**config.mk**
```make
export PLATFORM = sky130hd
export DESIGN_NAME = dsg_clock_gating
export DESIGN_NICKNAME = d
export VERILOG_FILES = /design/src/hdl/dsg_pkg.sv /design/src/hdl/dsg_gate_channel.sv /design/src/hdl/dsg_clock_gating.sv
export SDC_FILE = /design/constraint.sdc
export NUM_CORES = 1
export LEC_CHECK = 0
export BUFFER_PORTS_ARGS = -buffer_cell sky130_fd_sc_hd__buf_2
export CAP_MARGIN = 20
export CORE_MARGIN = 4
export CORE_UTILIZATION = 45
export CTS_CLUSTER_SIZE = 8
export DETAILED_ROUTE_END_ITERATION = 16
export PLACE_DENSITY = 0.78
export SYNTH_ARGS = -nofsm -noshare
export SYNTH_HDL_FRONTEND = slang
export SYNTH_SLANG_ARGS = --single-unit
export TNS_END_PERCENT = 20
```
**constraint.sdc**
```tcl
create_clock -name REF_CLK -period 2 [get_ports REF_CLK]
set_input_delay 0.3 -clock REF_CLK [delete_from_list [all_inputs] [get_ports REF_CLK]]
set_output_delay 0.3 -clock REF_CLK [all_outputs]
set_load 0.02 [all_outputs]
```
**src/hdl/dsg_pkg.sv**
```systemverilog
// package: register map, field layout and unit indices for the clock gating block
package dsg_pkg;

  // register bus geometry
  localparam int unsigned ADDR_W = 12;
  localparam int unsigned DATA_W = 32;

  // register byte offsets
  localparam logic [11:0] OFS_RUN_CLOCK_CONFIG = 12'h060;
  localparam logic [11:0] OFS_RUN_GATING = 12'h100;
  localparam logic [11:0] OFS_SLEEP_GATING = 12'h110;
  localparam logic [11:0] OFS_DEEP_SLEEP_GATING = 12'h120;

  // gating register field positions
  localparam int unsigned POS_WATCHDOG_GATE = 3;
  localparam int unsigned POS_HIBERNATION_GATE = 6;
  localparam int unsigned POS_RATE_LO = 8;
  localparam int unsigned POS_RATE_HI = 11;
  localparam int unsigned POS_CONVERTER_GATE = 16;
  localparam int unsigned POS_CONTROLLER_AREA_GATE = 24;

  // run clock configuration field position
  localparam int unsigned POS_AUTO_GATING_SELECT = 27;

  // writable bits; every other bit is reserved and reads zero
  localparam logic [31:0] GATING_WRITE_MASK = 32'h0101_0f48;
  localparam logic [31:0] RUN_CONFIG_WRITE_MASK = 32'h0800_0000;

  // reset values
  localparam logic [31:0] GATING_RESET = 32'h0000_0000;
  localparam logic [31:0] RUN_CONFIG_RESET = 32'h0000_0000;

  // converter rate codes
  localparam logic [3:0] RATE_125K = 4'h0;
  localparam logic [3:0] RATE_250K = 4'h1;
  localparam logic [3:0] RATE_500K = 4'h2;
  localparam logic [3:0] RATE_1M = 4'h3;
  localparam logic [3:0] RATE_MAX = RATE_1M;

  // gated units, index into the enable and fault vectors
  localparam int unsigned NUM_UNITS = 4;
  localparam int unsigned UNIT_WATCHDOG = 0;
  localparam int unsigned UNIT_HIBERNATION = 1;
  localparam int unsigned UNIT_CONVERTER = 2;
  localparam int unsigned UNIT_CONTROLLER_AREA = 3;

  // units that answer an unclocked access with a bus fault
  localparam logic [3:0] UNIT_FAULTS = 4'b1101;

  // power modes seen by the gating selector
  typedef enum logic [1:0] {
    DSG_MODE_RUN,
    DSG_MODE_SLEEP,
    DSG_MODE_DEEP
  } dsg_mode_e;

endpackage

```
**src/hdl/dsg_gate_channel.sv**
```systemverilog
// one gated unit: registered clock enable and bus fault on unclocked access
`timescale 1ns/1ps
module dsg_gate_channel #(
  parameter bit FAULT_ON_GATED = 1'b1
) (
  // clock and reset
  input wire logic ref_clk,
  input wire logic rstn,
  // selected gate and unit access
  input wire logic gate_sel,
  input wire logic unit_access,
  // results
  output logic clk_en,
  output logic bus_fault
);

  // enable is a flop so the downstream clock gate sees a glitch-free level
  always_ff @(posedge ref_clk or negedge rstn) begin
    if (!rstn) begin
      clk_en <= 1'b0;
    end else begin
      clk_en <= gate_sel;
    end
  end

  // fault judged against the enable the unit actually has right now
  always_ff @(posedge ref_clk or negedge rstn) begin
    if (!rstn) begin
      bus_fault <= 1'b0;
    end else begin
      bus_fault <= FAULT_ON_GATED & unit_access & ~clk_en;
    end
  end

endmodule // dsg_gate_channel

```
**src/hdl/dsg_clock_gating.sv**
```systemverilog
// top: run, sleep and deep-sleep clock gating registers with mode selection
// Function
// - set bit clocks its unit, clear stops it
// - access to unclocked unit raises bus fault
// - all gating bits cleared at reset
// - run, sleep, deep-sleep registers applied per mode
// - sleep registers apply only with auto select
// - deep-sleep register decodes at offset 0x120
// - bit 6 gates hibernation, no fault
// - bit 3 gates watchdog, faults when gated
// - rate field 11:8 picks converter sample rate
// - rate never exceeds converter maximum
//
// Implementation choice: the plain strobed port.
`timescale 1ns/1ps
module dsg_clock_gating
  import dsg_pkg::*;
(
  // clock and reset
  input wire logic REF_CLK,
  input wire logic RSTN,
  // register port
  input wire logic [ADDR_W-1:0] ADDR,
  input wire logic [DATA_W-1:0] WDATA,
  input wire logic WR,
  input wire logic RD,
  output logic [DATA_W-1:0] RDATA,
  // power mode from the core, same clock
  input wire logic SLEEP,
  input wire logic DEEP_SLEEP,
  // unit bus accesses, one bit per unit
  input wire logic [NUM_UNITS-1:0] UNIT_ACCESS,
  // clock enables, bus faults and converter rate
  output logic [NUM_UNITS-1:0] UNIT_CLK_EN,
  output logic [NUM_UNITS-1:0] BUS_FAULT,
  output logic [3:0] CONVERTER_RATE
);

  logic [31:0] run_clock_config;
  logic [31:0] run_gating_register;
  logic [31:0] sleep_gating_register;
  logic [31:0] deep_sleep_gating_register;
  logic [31:0] next_gating;
  logic [31:0] sel_gating;
  logic [NUM_UNITS-1:0] sel_gate;
  logic [31:0] next_rdata;
  logic auto_gating_select;
  dsg_mode_e mode;

  assign auto_gating_select = run_clock_config[POS_AUTO_GATING_SELECT];

  // write value: reserved bits forced low, rate clamped to the converter limit
  always_comb begin
    next_gating = WDATA & GATING_WRITE_MASK;
    if (WDATA[POS_RATE_HI:POS_RATE_LO] > RATE_MAX) begin
      next_gating[POS_RATE_HI:POS_RATE_LO] = RATE_MAX;
    end
  end

  // run clock configuration, only the auto select bit is kept
  always_ff @(posedge REF_CLK or negedge RSTN) begin
    if (!RSTN) begin
      run_clock_config <= RUN_CONFIG_RESET;
    end else if (WR && ADDR == OFS_RUN_CLOCK_CONFIG) begin
      run_clock_config <= WDATA & RUN_CONFIG_WRITE_MASK;
    end
  end

  always_ff @(posedge REF_CLK or negedge RSTN) begin
    if (!RSTN) begin
      run_gating_register <= GATING_RESET;
    end else if (WR && ADDR == OFS_RUN_GATING) begin
      run_gating_register <= next_gating;
    end
  end

  always_ff @(posedge REF_CLK or negedge RSTN) begin
    if (!RSTN) begin
      sleep_gating_register <= GATING_RESET;
    end else if (WR && ADDR == OFS_SLEEP_GATING) begin
      sleep_gating_register <= next_gating;
    end
  end

  always_ff @(posedge REF_CLK or negedge RSTN) begin
    if (!RSTN) begin
      deep_sleep_gating_register <= GATING_RESET;
    end else if (WR && ADDR == OFS_DEEP_SLEEP_GATING) begin
      deep_sleep_gating_register <= next_gating;
    end
  end

  // read data stands one cycle after the strobe and is zero otherwise
  always_comb begin
    next_rdata = '0;
    if (RD) begin
      unique case (ADDR)
        OFS_RUN_CLOCK_CONFIG: next_rdata = run_clock_config;
        OFS_RUN_GATING: next_rdata = run_gating_register;
        OFS_SLEEP_GATING: next_rdata = sleep_gating_register;
        OFS_DEEP_SLEEP_GATING: next_rdata = deep_sleep_gating_register;
        default: next_rdata = '0;
      endcase
    end
  end

  always_ff @(posedge REF_CLK or negedge RSTN) begin
    if (!RSTN) begin
      RDATA <= '0;
    end else begin
      RDATA <= next_rdata;
    end
  end

  // deep sleep wins over sleep; without auto select the core counts as running
  always_comb begin
    if (!auto_gating_select) begin
      mode = DSG_MODE_RUN;
    end else if (DEEP_SLEEP) begin
      mode = DSG_MODE_DEEP;
    end else if (SLEEP) begin
      mode = DSG_MODE_SLEEP;
    end else begin
      mode = DSG_MODE_RUN;
    end
  end

  always_comb begin
    unique case (mode)
      DSG_MODE_RUN: sel_gating = run_gating_register;
      DSG_MODE_SLEEP: sel_gating = sleep_gating_register;
      DSG_MODE_DEEP: sel_gating = deep_sleep_gating_register;
      // fourth code of the two-bit mode is illegal; fall back to run gating
      default: sel_gating = run_gating_register;
    endcase
  end

  always_comb begin
    sel_gate[UNIT_WATCHDOG] = sel_gating[POS_WATCHDOG_GATE];
    sel_gate[UNIT_HIBERNATION] = sel_gating[POS_HIBERNATION_GATE];
    sel_gate[UNIT_CONVERTER] = sel_gating[POS_CONVERTER_GATE];
    sel_gate[UNIT_CONTROLLER_AREA] = sel_gating[POS_CONTROLLER_AREA_GATE];
  end

  // rate follows the active register; stored values are already clamped
  always_ff @(posedge REF_CLK or negedge RSTN) begin
    if (!RSTN) begin
      CONVERTER_RATE <= RATE_125K;
    end else begin
      CONVERTER_RATE <= sel_gating[POS_RATE_HI:POS_RATE_LO];
    end
  end

  // one channel per unit; hibernation keeps its own bus, so it never faults
  for (genvar u = 0; u < NUM_UNITS; u++) begin : g_unit
    dsg_gate_channel #(
      .FAULT_ON_GATED(UNIT_FAULTS[u])
    ) u_channel (
      .ref_clk(REF_CLK),
      .rstn(RSTN),
      .gate_sel(sel_gate[u]),
      .unit_access(UNIT_ACCESS[u]),
      .clk_en(UNIT_CLK_EN[u]),
      .bus_fault(BUS_FAULT[u])
    );
  end

  // checks
  a_gate_follow: assert property (
    @(posedge REF_CLK) disable iff (!RSTN)
    ##1 UNIT_CLK_EN == $past(sel_gate))
    else $error("unit clock enable does not follow selected gate");

  a_fault_cause: assert property (
    @(posedge REF_CLK) disable iff (!RSTN)
    (UNIT_ACCESS & ~UNIT_CLK_EN & UNIT_FAULTS) != '0
      |=> (BUS_FAULT & $past(UNIT_ACCESS & ~UNIT_CLK_EN & UNIT_FAULTS)) != '0)
    else $error("access to unclocked unit gave no bus fault");

  a_fault_no_false: assert property (
    @(posedge REF_CLK) disable iff (!RSTN)
    BUS_FAULT != '0 |-> (BUS_FAULT & ~$past(UNIT_ACCESS & ~UNIT_CLK_EN)) == '0)
    else $error("bus fault without unclocked access");

  a_reset_clear: assert property (
    @(posedge REF_CLK) disable iff (!RSTN)
    $rose(RSTN) |-> deep_sleep_gating_register == GATING_RESET
      && sleep_gating_register == GATING_RESET && run_gating_register == GATING_RESET
      && UNIT_CLK_EN == '0)
    else $error("gating bits not clear after reset");

  a_deep_apply: assert property (
    @(posedge REF_CLK) disable iff (!RSTN)
    auto_gating_select && DEEP_SLEEP
      |=> UNIT_CLK_EN[UNIT_WATCHDOG] == $past(deep_sleep_gating_register[POS_WATCHDOG_GATE]))
    else $error("deep sleep register not applied in deep sleep");

  a_sleep_apply: assert property (
    @(posedge REF_CLK) disable iff (!RSTN)
    auto_gating_select && SLEEP && !DEEP_SLEEP
      |=> CONVERTER_RATE == $past(sleep_gating_register[POS_RATE_HI:POS_RATE_LO]))
    else $error("sleep register not applied in sleep");

  a_auto_off: assert property (
    @(posedge REF_CLK) disable iff (!RSTN)
    !auto_gating_select
      |=> UNIT_CLK_EN[UNIT_CONVERTER] == $past(run_gating_register[POS_CONVERTER_GATE]))
    else $error("run register not applied without auto select");

  a_deep_decode: assert property (
    @(posedge REF_CLK) disable iff (!RSTN)
    WR && ADDR == OFS_DEEP_SLEEP_GATING && WDATA[POS_RATE_HI:POS_RATE_LO] <= RATE_MAX
      |=> deep_sleep_gating_register == ($past(WDATA) & GATING_WRITE_MASK))
    else $error("deep sleep register write at its offset lost");

  a_hib_quiet: assert property (
    @(posedge REF_CLK) disable iff (!RSTN)
    !BUS_FAULT[UNIT_HIBERNATION])
    else $error("hibernation unit raised a bus fault");

  a_wdt_fault: assert property (
    @(posedge REF_CLK) disable iff (!RSTN)
    UNIT_ACCESS[UNIT_WATCHDOG] && !UNIT_CLK_EN[UNIT_WATCHDOG]
      |=> BUS_FAULT[UNIT_WATCHDOG])
    else $error("watchdog access while gated did not fault");

  a_rate_select: assert property (
    @(posedge REF_CLK) disable iff (!RSTN)
    ##1 CONVERTER_RATE == $past(sel_gating[POS_RATE_HI:POS_RATE_LO]))
    else $error("converter rate does not follow selected field");

  a_rate_limit: assert property (
    @(posedge REF_CLK) disable iff (!RSTN)
    CONVERTER_RATE <= RATE_MAX && run_gating_register[POS_RATE_HI:POS_RATE_LO] <= RATE_MAX
      && sleep_gating_register[POS_RATE_HI:POS_RATE_LO] <= RATE_MAX
      && deep_sleep_gating_register[POS_RATE_HI:POS_RATE_LO] <= RATE_MAX)
    else $error("converter rate above maximum");

  a_can_fault: assert property (
    @(posedge REF_CLK) disable iff (!RSTN)
    UNIT_ACCESS[UNIT_CONTROLLER_AREA] && !UNIT_CLK_EN[UNIT_CONTROLLER_AREA]
      |=> BUS_FAULT[UNIT_CONTROLLER_AREA])
    else $error("controller area access while gated did not fault");

  a_read_once: assert property (
    @(posedge REF_CLK) disable iff (!RSTN)
    !RD |=> RDATA == '0)
    else $error("read data present without a read strobe");

  a_conv_fault: assert property (
    @(posedge REF_CLK) disable iff (!RSTN)
    UNIT_ACCESS[UNIT_CONVERTER] && !UNIT_CLK_EN[UNIT_CONVERTER]
      |=> BUS_FAULT[UNIT_CONVERTER])
    else $error("converter access while gated did not fault");

  a_hib_follow: assert property (
    @(posedge REF_CLK) disable iff (!RSTN)
    ##1 UNIT_CLK_EN[UNIT_HIBERNATION] == $past(sel_gating[POS_HIBERNATION_GATE]))
    else $error("hibernation enable does not follow bit 6");

  a_wdt_follow: assert property (
    @(posedge REF_CLK) disable iff (!RSTN)
    ##1 UNIT_CLK_EN[UNIT_WATCHDOG] == $past(sel_gating[POS_WATCHDOG_GATE]))
    else $error("watchdog enable does not follow bit 3");

  a_can_follow: assert property (
    @(posedge REF_CLK) disable iff (!RSTN)
    ##1 UNIT_CLK_EN[UNIT_CONTROLLER_AREA] == $past(sel_gating[POS_CONTROLLER_AREA_GATE]))
    else $error("controller area enable does not follow bit 24");

  a_conv_follow: assert property (
    @(posedge REF_CLK) disable iff (!RSTN)
    ##1 UNIT_CLK_EN[UNIT_CONVERTER] == $past(sel_gating[POS_CONVERTER_GATE]))
    else $error("converter enable does not follow bit 16");

  a_run_decode: assert property (
    @(posedge REF_CLK) disable iff (!RSTN)
    WR && ADDR == OFS_RUN_GATING && WDATA[POS_RATE_HI:POS_RATE_LO] <= RATE_MAX
      |=> run_gating_register == ($past(WDATA) & GATING_WRITE_MASK))
    else $error("run gating register write at its offset lost");

  a_sleep_decode: assert property (
    @(posedge REF_CLK) disable iff (!RSTN)
    WR && ADDR == OFS_SLEEP_GATING && WDATA[POS_RATE_HI:POS_RATE_LO] <= RATE_MAX
      |=> sleep_gating_register == ($past(WDATA) & GATING_WRITE_MASK))
    else $error("sleep gating register write at its offset lost");

  a_reserved_zero: assert property (
    @(posedge REF_CLK) disable iff (!RSTN)
    ((run_gating_register | sleep_gating_register | deep_sleep_gating_register)
      & ~GATING_WRITE_MASK) == '0 && (run_clock_config & ~RUN_CONFIG_WRITE_MASK) == '0)
    else $error("reserved register bit is set");

  a_rate_clamp: assert property (
    @(posedge REF_CLK) disable iff (!RSTN)
    WR && ADDR == OFS_DEEP_SLEEP_GATING && WDATA[POS_RATE_HI:POS_RATE_LO] > RATE_MAX
      |=> deep_sleep_gating_register[POS_RATE_HI:POS_RATE_LO] == RATE_MAX)
    else $error("rate write above maximum not clamped");

  a_read_data: assert property (
    @(posedge REF_CLK) disable iff (!RSTN)
    RD && ADDR == OFS_DEEP_SLEEP_GATING
      |=> RDATA == $past(deep_sleep_gating_register))
    else $error("deep sleep register read at its offset wrong");

  a_unmapped_read: assert property (
    @(posedge REF_CLK) disable iff (!RSTN)
    RD && ADDR != OFS_RUN_CLOCK_CONFIG && ADDR != OFS_RUN_GATING
      && ADDR != OFS_SLEEP_GATING && ADDR != OFS_DEEP_SLEEP_GATING
      |=> RDATA == '0)
    else $error("unmapped read returned data");

  a_deep_priority: assert property (
    @(posedge REF_CLK) disable iff (!RSTN)
    auto_gating_select && DEEP_SLEEP && SLEEP
      |=> CONVERTER_RATE == $past(deep_sleep_gating_register[POS_RATE_HI:POS_RATE_LO]))
    else $error("deep sleep did not win over sleep");

  a_run_apply: assert property (
    @(posedge REF_CLK) disable iff (!RSTN)
    auto_gating_select && !SLEEP && !DEEP_SLEEP
      |=> UNIT_CLK_EN[UNIT_HIBERNATION] == $past(run_gating_register[POS_HIBERNATION_GATE]))
    else $error("run register not applied while running");

  c_wdt_fault: cover property (
    @(posedge REF_CLK) disable iff (!RSTN) BUS_FAULT[UNIT_WATCHDOG]);

  c_deep_gate: cover property (
    @(posedge REF_CLK) disable iff (!RSTN)
    mode == DSG_MODE_DEEP ##1 UNIT_CLK_EN[UNIT_CONVERTER]);

  c_rate_clamp: cover property (
    @(posedge REF_CLK) disable iff (!RSTN)
    WR && WDATA[POS_RATE_HI:POS_RATE_LO] > RATE_MAX);

  c_sleep_mode: cover property (
    @(posedge REF_CLK) disable iff (!RSTN) mode == DSG_MODE_SLEEP);

  c_conv_fault: cover property (
    @(posedge REF_CLK) disable iff (!RSTN) BUS_FAULT[UNIT_CONVERTER]);

endmodule // dsg_clock_gating

```
==> results.txt, run 1 <==
Status = complete, no violations
RR Endpoint = g_unit[1].u_channel.clk_en
Clock Tree Root = clkbuf_8
TritonRoute pass-1 iters = 4
Max-cap violation count = 0
Flop2flop setup slack = 0.39 ns
RSZ-0062 raised after global routing = false
Antenna Nets Post-Route = 0
GPL Wtd Cong = 0.883
Share of cells above drive strength 1 = 42.5%
Remaining global-route overflow = 0
Chip height = 79.9 um
Compound-gate portion of the synthesized area = 7.74%
TritonCTS Buffers = 5
Largest family of logic cells by synthesized area = simple AND/OR/NAND/NOR gates
Max-slew violations = 0
Core ar. = 4880 um2
Initial drt markers = 109
Sink Count = 45
F_max = 598 MHz
Synth Area in Adders = 1.08%
R2R cell count = 3
Share of the synthesized area in the top cell type = 48.4%
Pleak = 0.00134 uW
Via-to-Cell Ratio = 5.29
Synth Instances = 200
Average cell area after synthesis = 11.6 um2
Synth area leaders = dfrtp_1, mux2_2, buf_4
Initial Util = 47.7%
Fin util = 54.9%
Routed vias = 1,698
Worst-Skew Late Latency = 0.29 ns
Cell Rows = 25
P&R area growth vs syn = 15.1%
Post-CTS Setup Bufs = 0
CP endpoint kind = register
Total wire length = 4.92 mm
Worst EP arrival = 1.86 ns
Warnings, synthesis = 0
Critical Path RT = 2.18 ns
Area leader, netlist = dfrtp_1
Largest net degree at the start of global routing = 46
Setup CP Type = in -> reg
Clk buf depth = 2
Number of global-route vias before repair = 1,707
Slew headroom = 63.1%
Reg clk slew, reported paths = 0.08 ns
Count of cell types in the netlist = 35
Start point of the critical path = ADDR[1]
Post_cts resized = 0
# setup viols final = 0
Hold-fix buffers, CTS = 0
Syn Std Cell Area = 2330 um2
I/O Buffers = 49
# nets final = 310
Post-Synth Simple-Gate Area = 18.2%
Reg2reg start = run_clock_config[27]
HP Class = in -> async
Register area share after synthesis = 48.4%
Most common cell after layout, fill and taps aside = buf_2
Post-route DRC = 0
Worst clock skew = 0.00632 ns
Least-Margin Pin Slew = 0.539 ns
Fin crit period = 1.67 ns
First-pass GRT wire length = 8.33 mm
Max FO, Critical Path = 5
Mux contribution to synthesized area = 13.1%
Routed length per instance = 15.3 um
Chip Width = 79.9 um
Register bit total from synthesis = 45
Initial antenna violation count = 0
CTS tree = done
Final hold viol count = 0
Max rail drop VDD = 0.000549 V
Post-Synth XOR/XNOR Area = 0%
# IOs = 98
Final Cycle Share = 83.6%
Commonest non-fill, non-tap cells in the layout = buf_2, dfrtp_1, mux2_2
Setup TNS = 0 ns
HPWL Detailed = 3.57 mm
Gr usage total = 16.7%
Filler Cell Count = 443
Htree depth = 2
Die area = 6390 um2
Pwr Density = 649 nW/um2
Critical path startpoint category = primary input
Antenna Cells = 0
## where the power goes
group	leakage, uW	internal, uW	switching, uW	total (uW)
registers	0.000622	914	2.40	917
logic	0.000662	48.0	115	163
clock network	0.0000540	363	297	660
## through the flow
stage	cells	setup slack, ns	total power [uW]	area, um2	hold slack, ns
after floorplan	223	0.183	1060	2410	0.00441
after global placement	314	0.0404	1090	2570	0.403
after detailed placement	314	0.0195	1100	2570	0.411
after CTS	321	0.332	1750	2680	0.0905
after global routing	321	0.268	1810	2680	0.116
final	321	0.328	1740	2680	0.0778
## registers in the layout, summed over array words and instances, names as in the netlist
signal                      count
CONVERTER_RATE                  4
RDATA                           9
deep_sleep_gating_register      8
g_unit.u_channel.bus_fault      3
g_unit.u_channel.clk_en         4
run_clock_config                1
run_gating_register             8
sleep_gating_register           8
## layer usage
layer / GRT usage, % / up-vias / share of wire (%)
met1: 22.1 / 831 / 42
met2: 26.7 / 73 / 49
met4: 6.25 / 0 / 2.0
met3: 3.61 / 11 / 6.8
li1: - / 783 / -
met5: 0 / - / 0
## cells in the mapped netlist, drive strengths merged
master	instances
dfrtp	45
buf	33
mux2	27
nand2	12
a2111oi	8
a22oi	8
nand3	8
nand4	8
o21ai	8
nor2b	5
nor4	5
and2b	4
clkbuf	4
or3	3
ha	2
inv	2
nor2	2
or3b	2
and3b	1
and4	1
conb	1
nand3b	1
nand4b	1
nor3	1
nor3b	1
nor4b	1
nor4bb	1
o211a	1
or2	1
or4	1
or4b	1
or4bb	1
## worst max-delay path by stage
stage                                                end  slack, ns  cells past startpoint
after floorplan           deep_sleep_gating_register[16]       0.18                      3
after global placement            run_gating_register[9]       0.04                      5
after detailed placement   deep_sleep_gating_register[3]       0.02                      5
after CTS                  deep_sleep_gating_register[3]       0.33                      5
after global routing                            RDATA[3]       0.27                      4
final                      deep_sleep_gating_register[3]       0.33                      5
## cell families (layout without fill, tap and decap cells)
group | Yosys count | in the layout
AOI/OAI and AO/OA | 25 | 25
DFF | 45 | 45
and+or+nand+nor | 61 | 61
buffers and inverters | 39 | 70
other | 1 | 24
adders and majority gates | 2 | 2
muxes | 27 | 27
## cell type report
| type | count | area [um2] | area share, % |
|---|---|---|---|
| repair buffers | 61 | 335 | 12.5 |
| inverters | 2 | 7.51 | 0.280 |
| clock inverters | 2 | 35.0 | 1.31 |
| flip-flops and latches | 45 | 1130 | 42.0 |
| clock buffers | 5 | 68.8 | 2.57 |
| multi-input cells | 139 | 1020 | 38.2 |
| well taps | 67 | 83.8 | 3.13 |
## critical path, stage by stage
cell,delay (ns)
buf_2,0.11
or4_4,0.58
nor4_4,0.33
buf_4,0.20
mux2_2,0.33
No activity file was read; power rests on OpenSTA's default activity.
==> inputs of run 2 (changes only) <==
clock period = 1.6 ns   (was 2 ns; I/O delays follow)
==> run 2 against run 1 <==
Net effect:
- count of clock-buffer cells in the layout rose by 3
- worst setup slack got worse by 0.28 ns
- sequential power rose by 25%
- clock power rose by 0.9%
- global-route usage rose by 0.59 points
- die area did not move
- non-clock buffer count rose by 18
- register-to-register slack got worse by 0.31 ns
- final cell count rose by 5.9%
- first-iteration DRC count rose by 29%
- final area rose by 6.1%
- power rose by 18%
==> results.txt, run 2 (synthesis results as in run 1) <==
TritonRoute pass-1 iters = 4
Int Power = 1540 uW
P&R area growth vs syn = 22.1%
Htree depth = 2
Psw = 510 uW
Initial antenna violation count = 0
Remaining global-route overflow = 0
Chip height = 79.9 um
Hold endpoint = g_unit[2].u_channel.bus_fault
Via-to-Cell Ratio = 5.13
Sink Count = 45
Worst clock skew = 0.00269 ns
Pleak = 0.00142 uW
Number of global-route vias before repair = 1,713
HPWL Detailed = 3.93 mm
Reg clk slew, reported paths = 0.08 ns
F_max = 643 MHz
Final WS setup = 0.0457 ns
First-pass GRT wire length = 8.34 mm
Post-route DRC = 0
Critical path startpoint category = primary input
Clock Tree Root = clkbuf_8
Worst EP arrival = 1.75 ns
Die area = 6390 um2
Total wire length = 5.31 mm
Least-Margin Pin Slew = 0.518 ns
Initial drt markers = 141
Antenna Nets Post-Route = 0
Worst Hold Slack = 0.157 ns
Status = complete, no violations
Largest register by flop count = RDATA
Combinational share of power = 11.4%
Critical Path RT = 1.79 ns
Routed length per instance = 15.6 um
Commonest non-fill, non-tap cells in the layout = buf_2, dfrtp_1, buf_4
Hold path cells = 2
CP endpoint kind = register
I/O Buffers = 49
Clk buf depth = 2
Gr usage total = 17.2%
CTS tree = done
Sequential cell fraction of total power = 56.0%
# nets final = 328
Sw Share = 24.9%
Setup CP Type = in -> reg
Max-cap violation count = 0
Flop2flop setup slack = 0.08 ns
Core ar. = 4880 um2
Start point of the worst hold path = UNIT_ACCESS[2]
Largest net degree at the start of global routing = 26
Fin crit period = 1.55 ns
Max FO, Critical Path = 4
Initial Util = 47.7%
Max reg flops = 9
Slew headroom = 65.5%
R2R cell count = 5
Final hold viol count = 0
Share of cells above drive strength 1 = 46.2%
Clock share of power = 32.6%
Most common cell after layout, fill and taps aside = buf_2
RSZ-0062 raised after global routing = true
Max rail drop VDD = 0.000472 V
Worst-Skew Late Latency = 0.30 ns
Pwr Density = 720 nW/um2
Max-slew violations = 0
Pre-CTS setup slack = -0.413 ns
Routed vias = 1,745
HP Class = in -> reg
Chip Width = 79.9 um
Reg2reg start = run_clock_config[27]
TritonCTS Buffers = 5
Final Cycle Share = 97.1%
Setup TNS = 0 ns
# IOs = 98
Antenna Cells = 0
Cell Rows = 25
GPL Wtd Cong = 0.780
RR Endpoint = g_unit[2].u_channel.clk_en
Final Total Pwr = 2050 uW
# setup viols final = 0
==> run 2: changes by cell type in the layout (fill, tap and decap cells not counted) <==
cell	delta
bufinv_16	-1
buf_4	+16
buf_12	+1
a2111oi_2	+3
a2111oi_1	+5
dlygate4sd3_1	+1
mux2_4	+3
clkinv_2	-1
clkbuf_1	+3
a2111oi_0	-8
mux2_2	-3
==> run 2: final cells by class <==
class | instances | area [um2]
Fill cell | 428 | 2040
Sequential cell | 45 | 1130
Multi-Input combinational cell | 139 | 1060
Timing Repair Buffer | 79 | 485
Tap cell | 67 | 83.8
Clock buffer | 8 | 80.1
Inverter | 2 | 7.51
==> run 2: repair_timing <==
| item | 4_1_cts | 5_1_grt |
|---|---|---|
| pin swaps | 0 | 0 |
| setup endpoints to repair | 2 | 8 |
| buffers inserted | 0 | 0 |
| gates resized for setup | 2 | 9 |
| hold endpoints to repair | 20 | 0 |
| hold buffers | 1 | 0 |
==> run 2: critical path, stage by stage <==
cell and delay (ns):
buf_2 0.10, or4bb_1 0.55, nor4_4 0.33, buf_4 0.19, mux2_2 0.33
==> run 2: routing by layer <==
metal	global-route usage (%)	vias up	share of wire, %
met5	0	-	0
met4	6.59	0	2.0
met3	4.97	13	6.9
met2	28.1	60	51
met1	21.6	845	40
li1	-	827	-
==> run 2: how the worst max path moves through the flow <==
stage	start	endpoint	slack, ns	depth (start not counted)
6_report	ADDR[5]	run_gating_register[16]	0.05	5
5_1_grt	ADDR[5]	RDATA[9]	-0.02	7
4_1_cts	ADDR[6]	RDATA[24]	0.02	7
3_5_place_dp	ADDR[6]	RDATA[8]	-0.41	7
3_3_place_gp	ADDR[6]	RDATA[6]	-0.31	8
2_1_floorplan	ADDR[5]	run_gating_register[16]	-0.14	3
==> run 2: power by group through the flow <==
stage | clock (uW) | sequential (uW) | combinational, uW
6_report | 666 | 1150 | 234
5_1_grt | 738 | 1150 | 255
4_1_cts | 685 | 1150 | 230
3_5_place_dp | 0 | 1170 | 228
3_3_place_gp | 0 | 1170 | 222
2_1_floorplan | 0 | 1170 | 155
==> run 2: per-stage QoR <==
stage / instance area, um2 / utilization (%) / std cells
4_1_cts: 2820 / 57.8 / 340
6_report: 2840 / 58.2 / 340
2_1_floorplan: 2420 / - / 223
5_1_grt: 2840 / 58.2 / 340
3_5_place_dp: 2730 / 55.9 / 331
3_3_place_gp: 2730 / 55.9 / 331
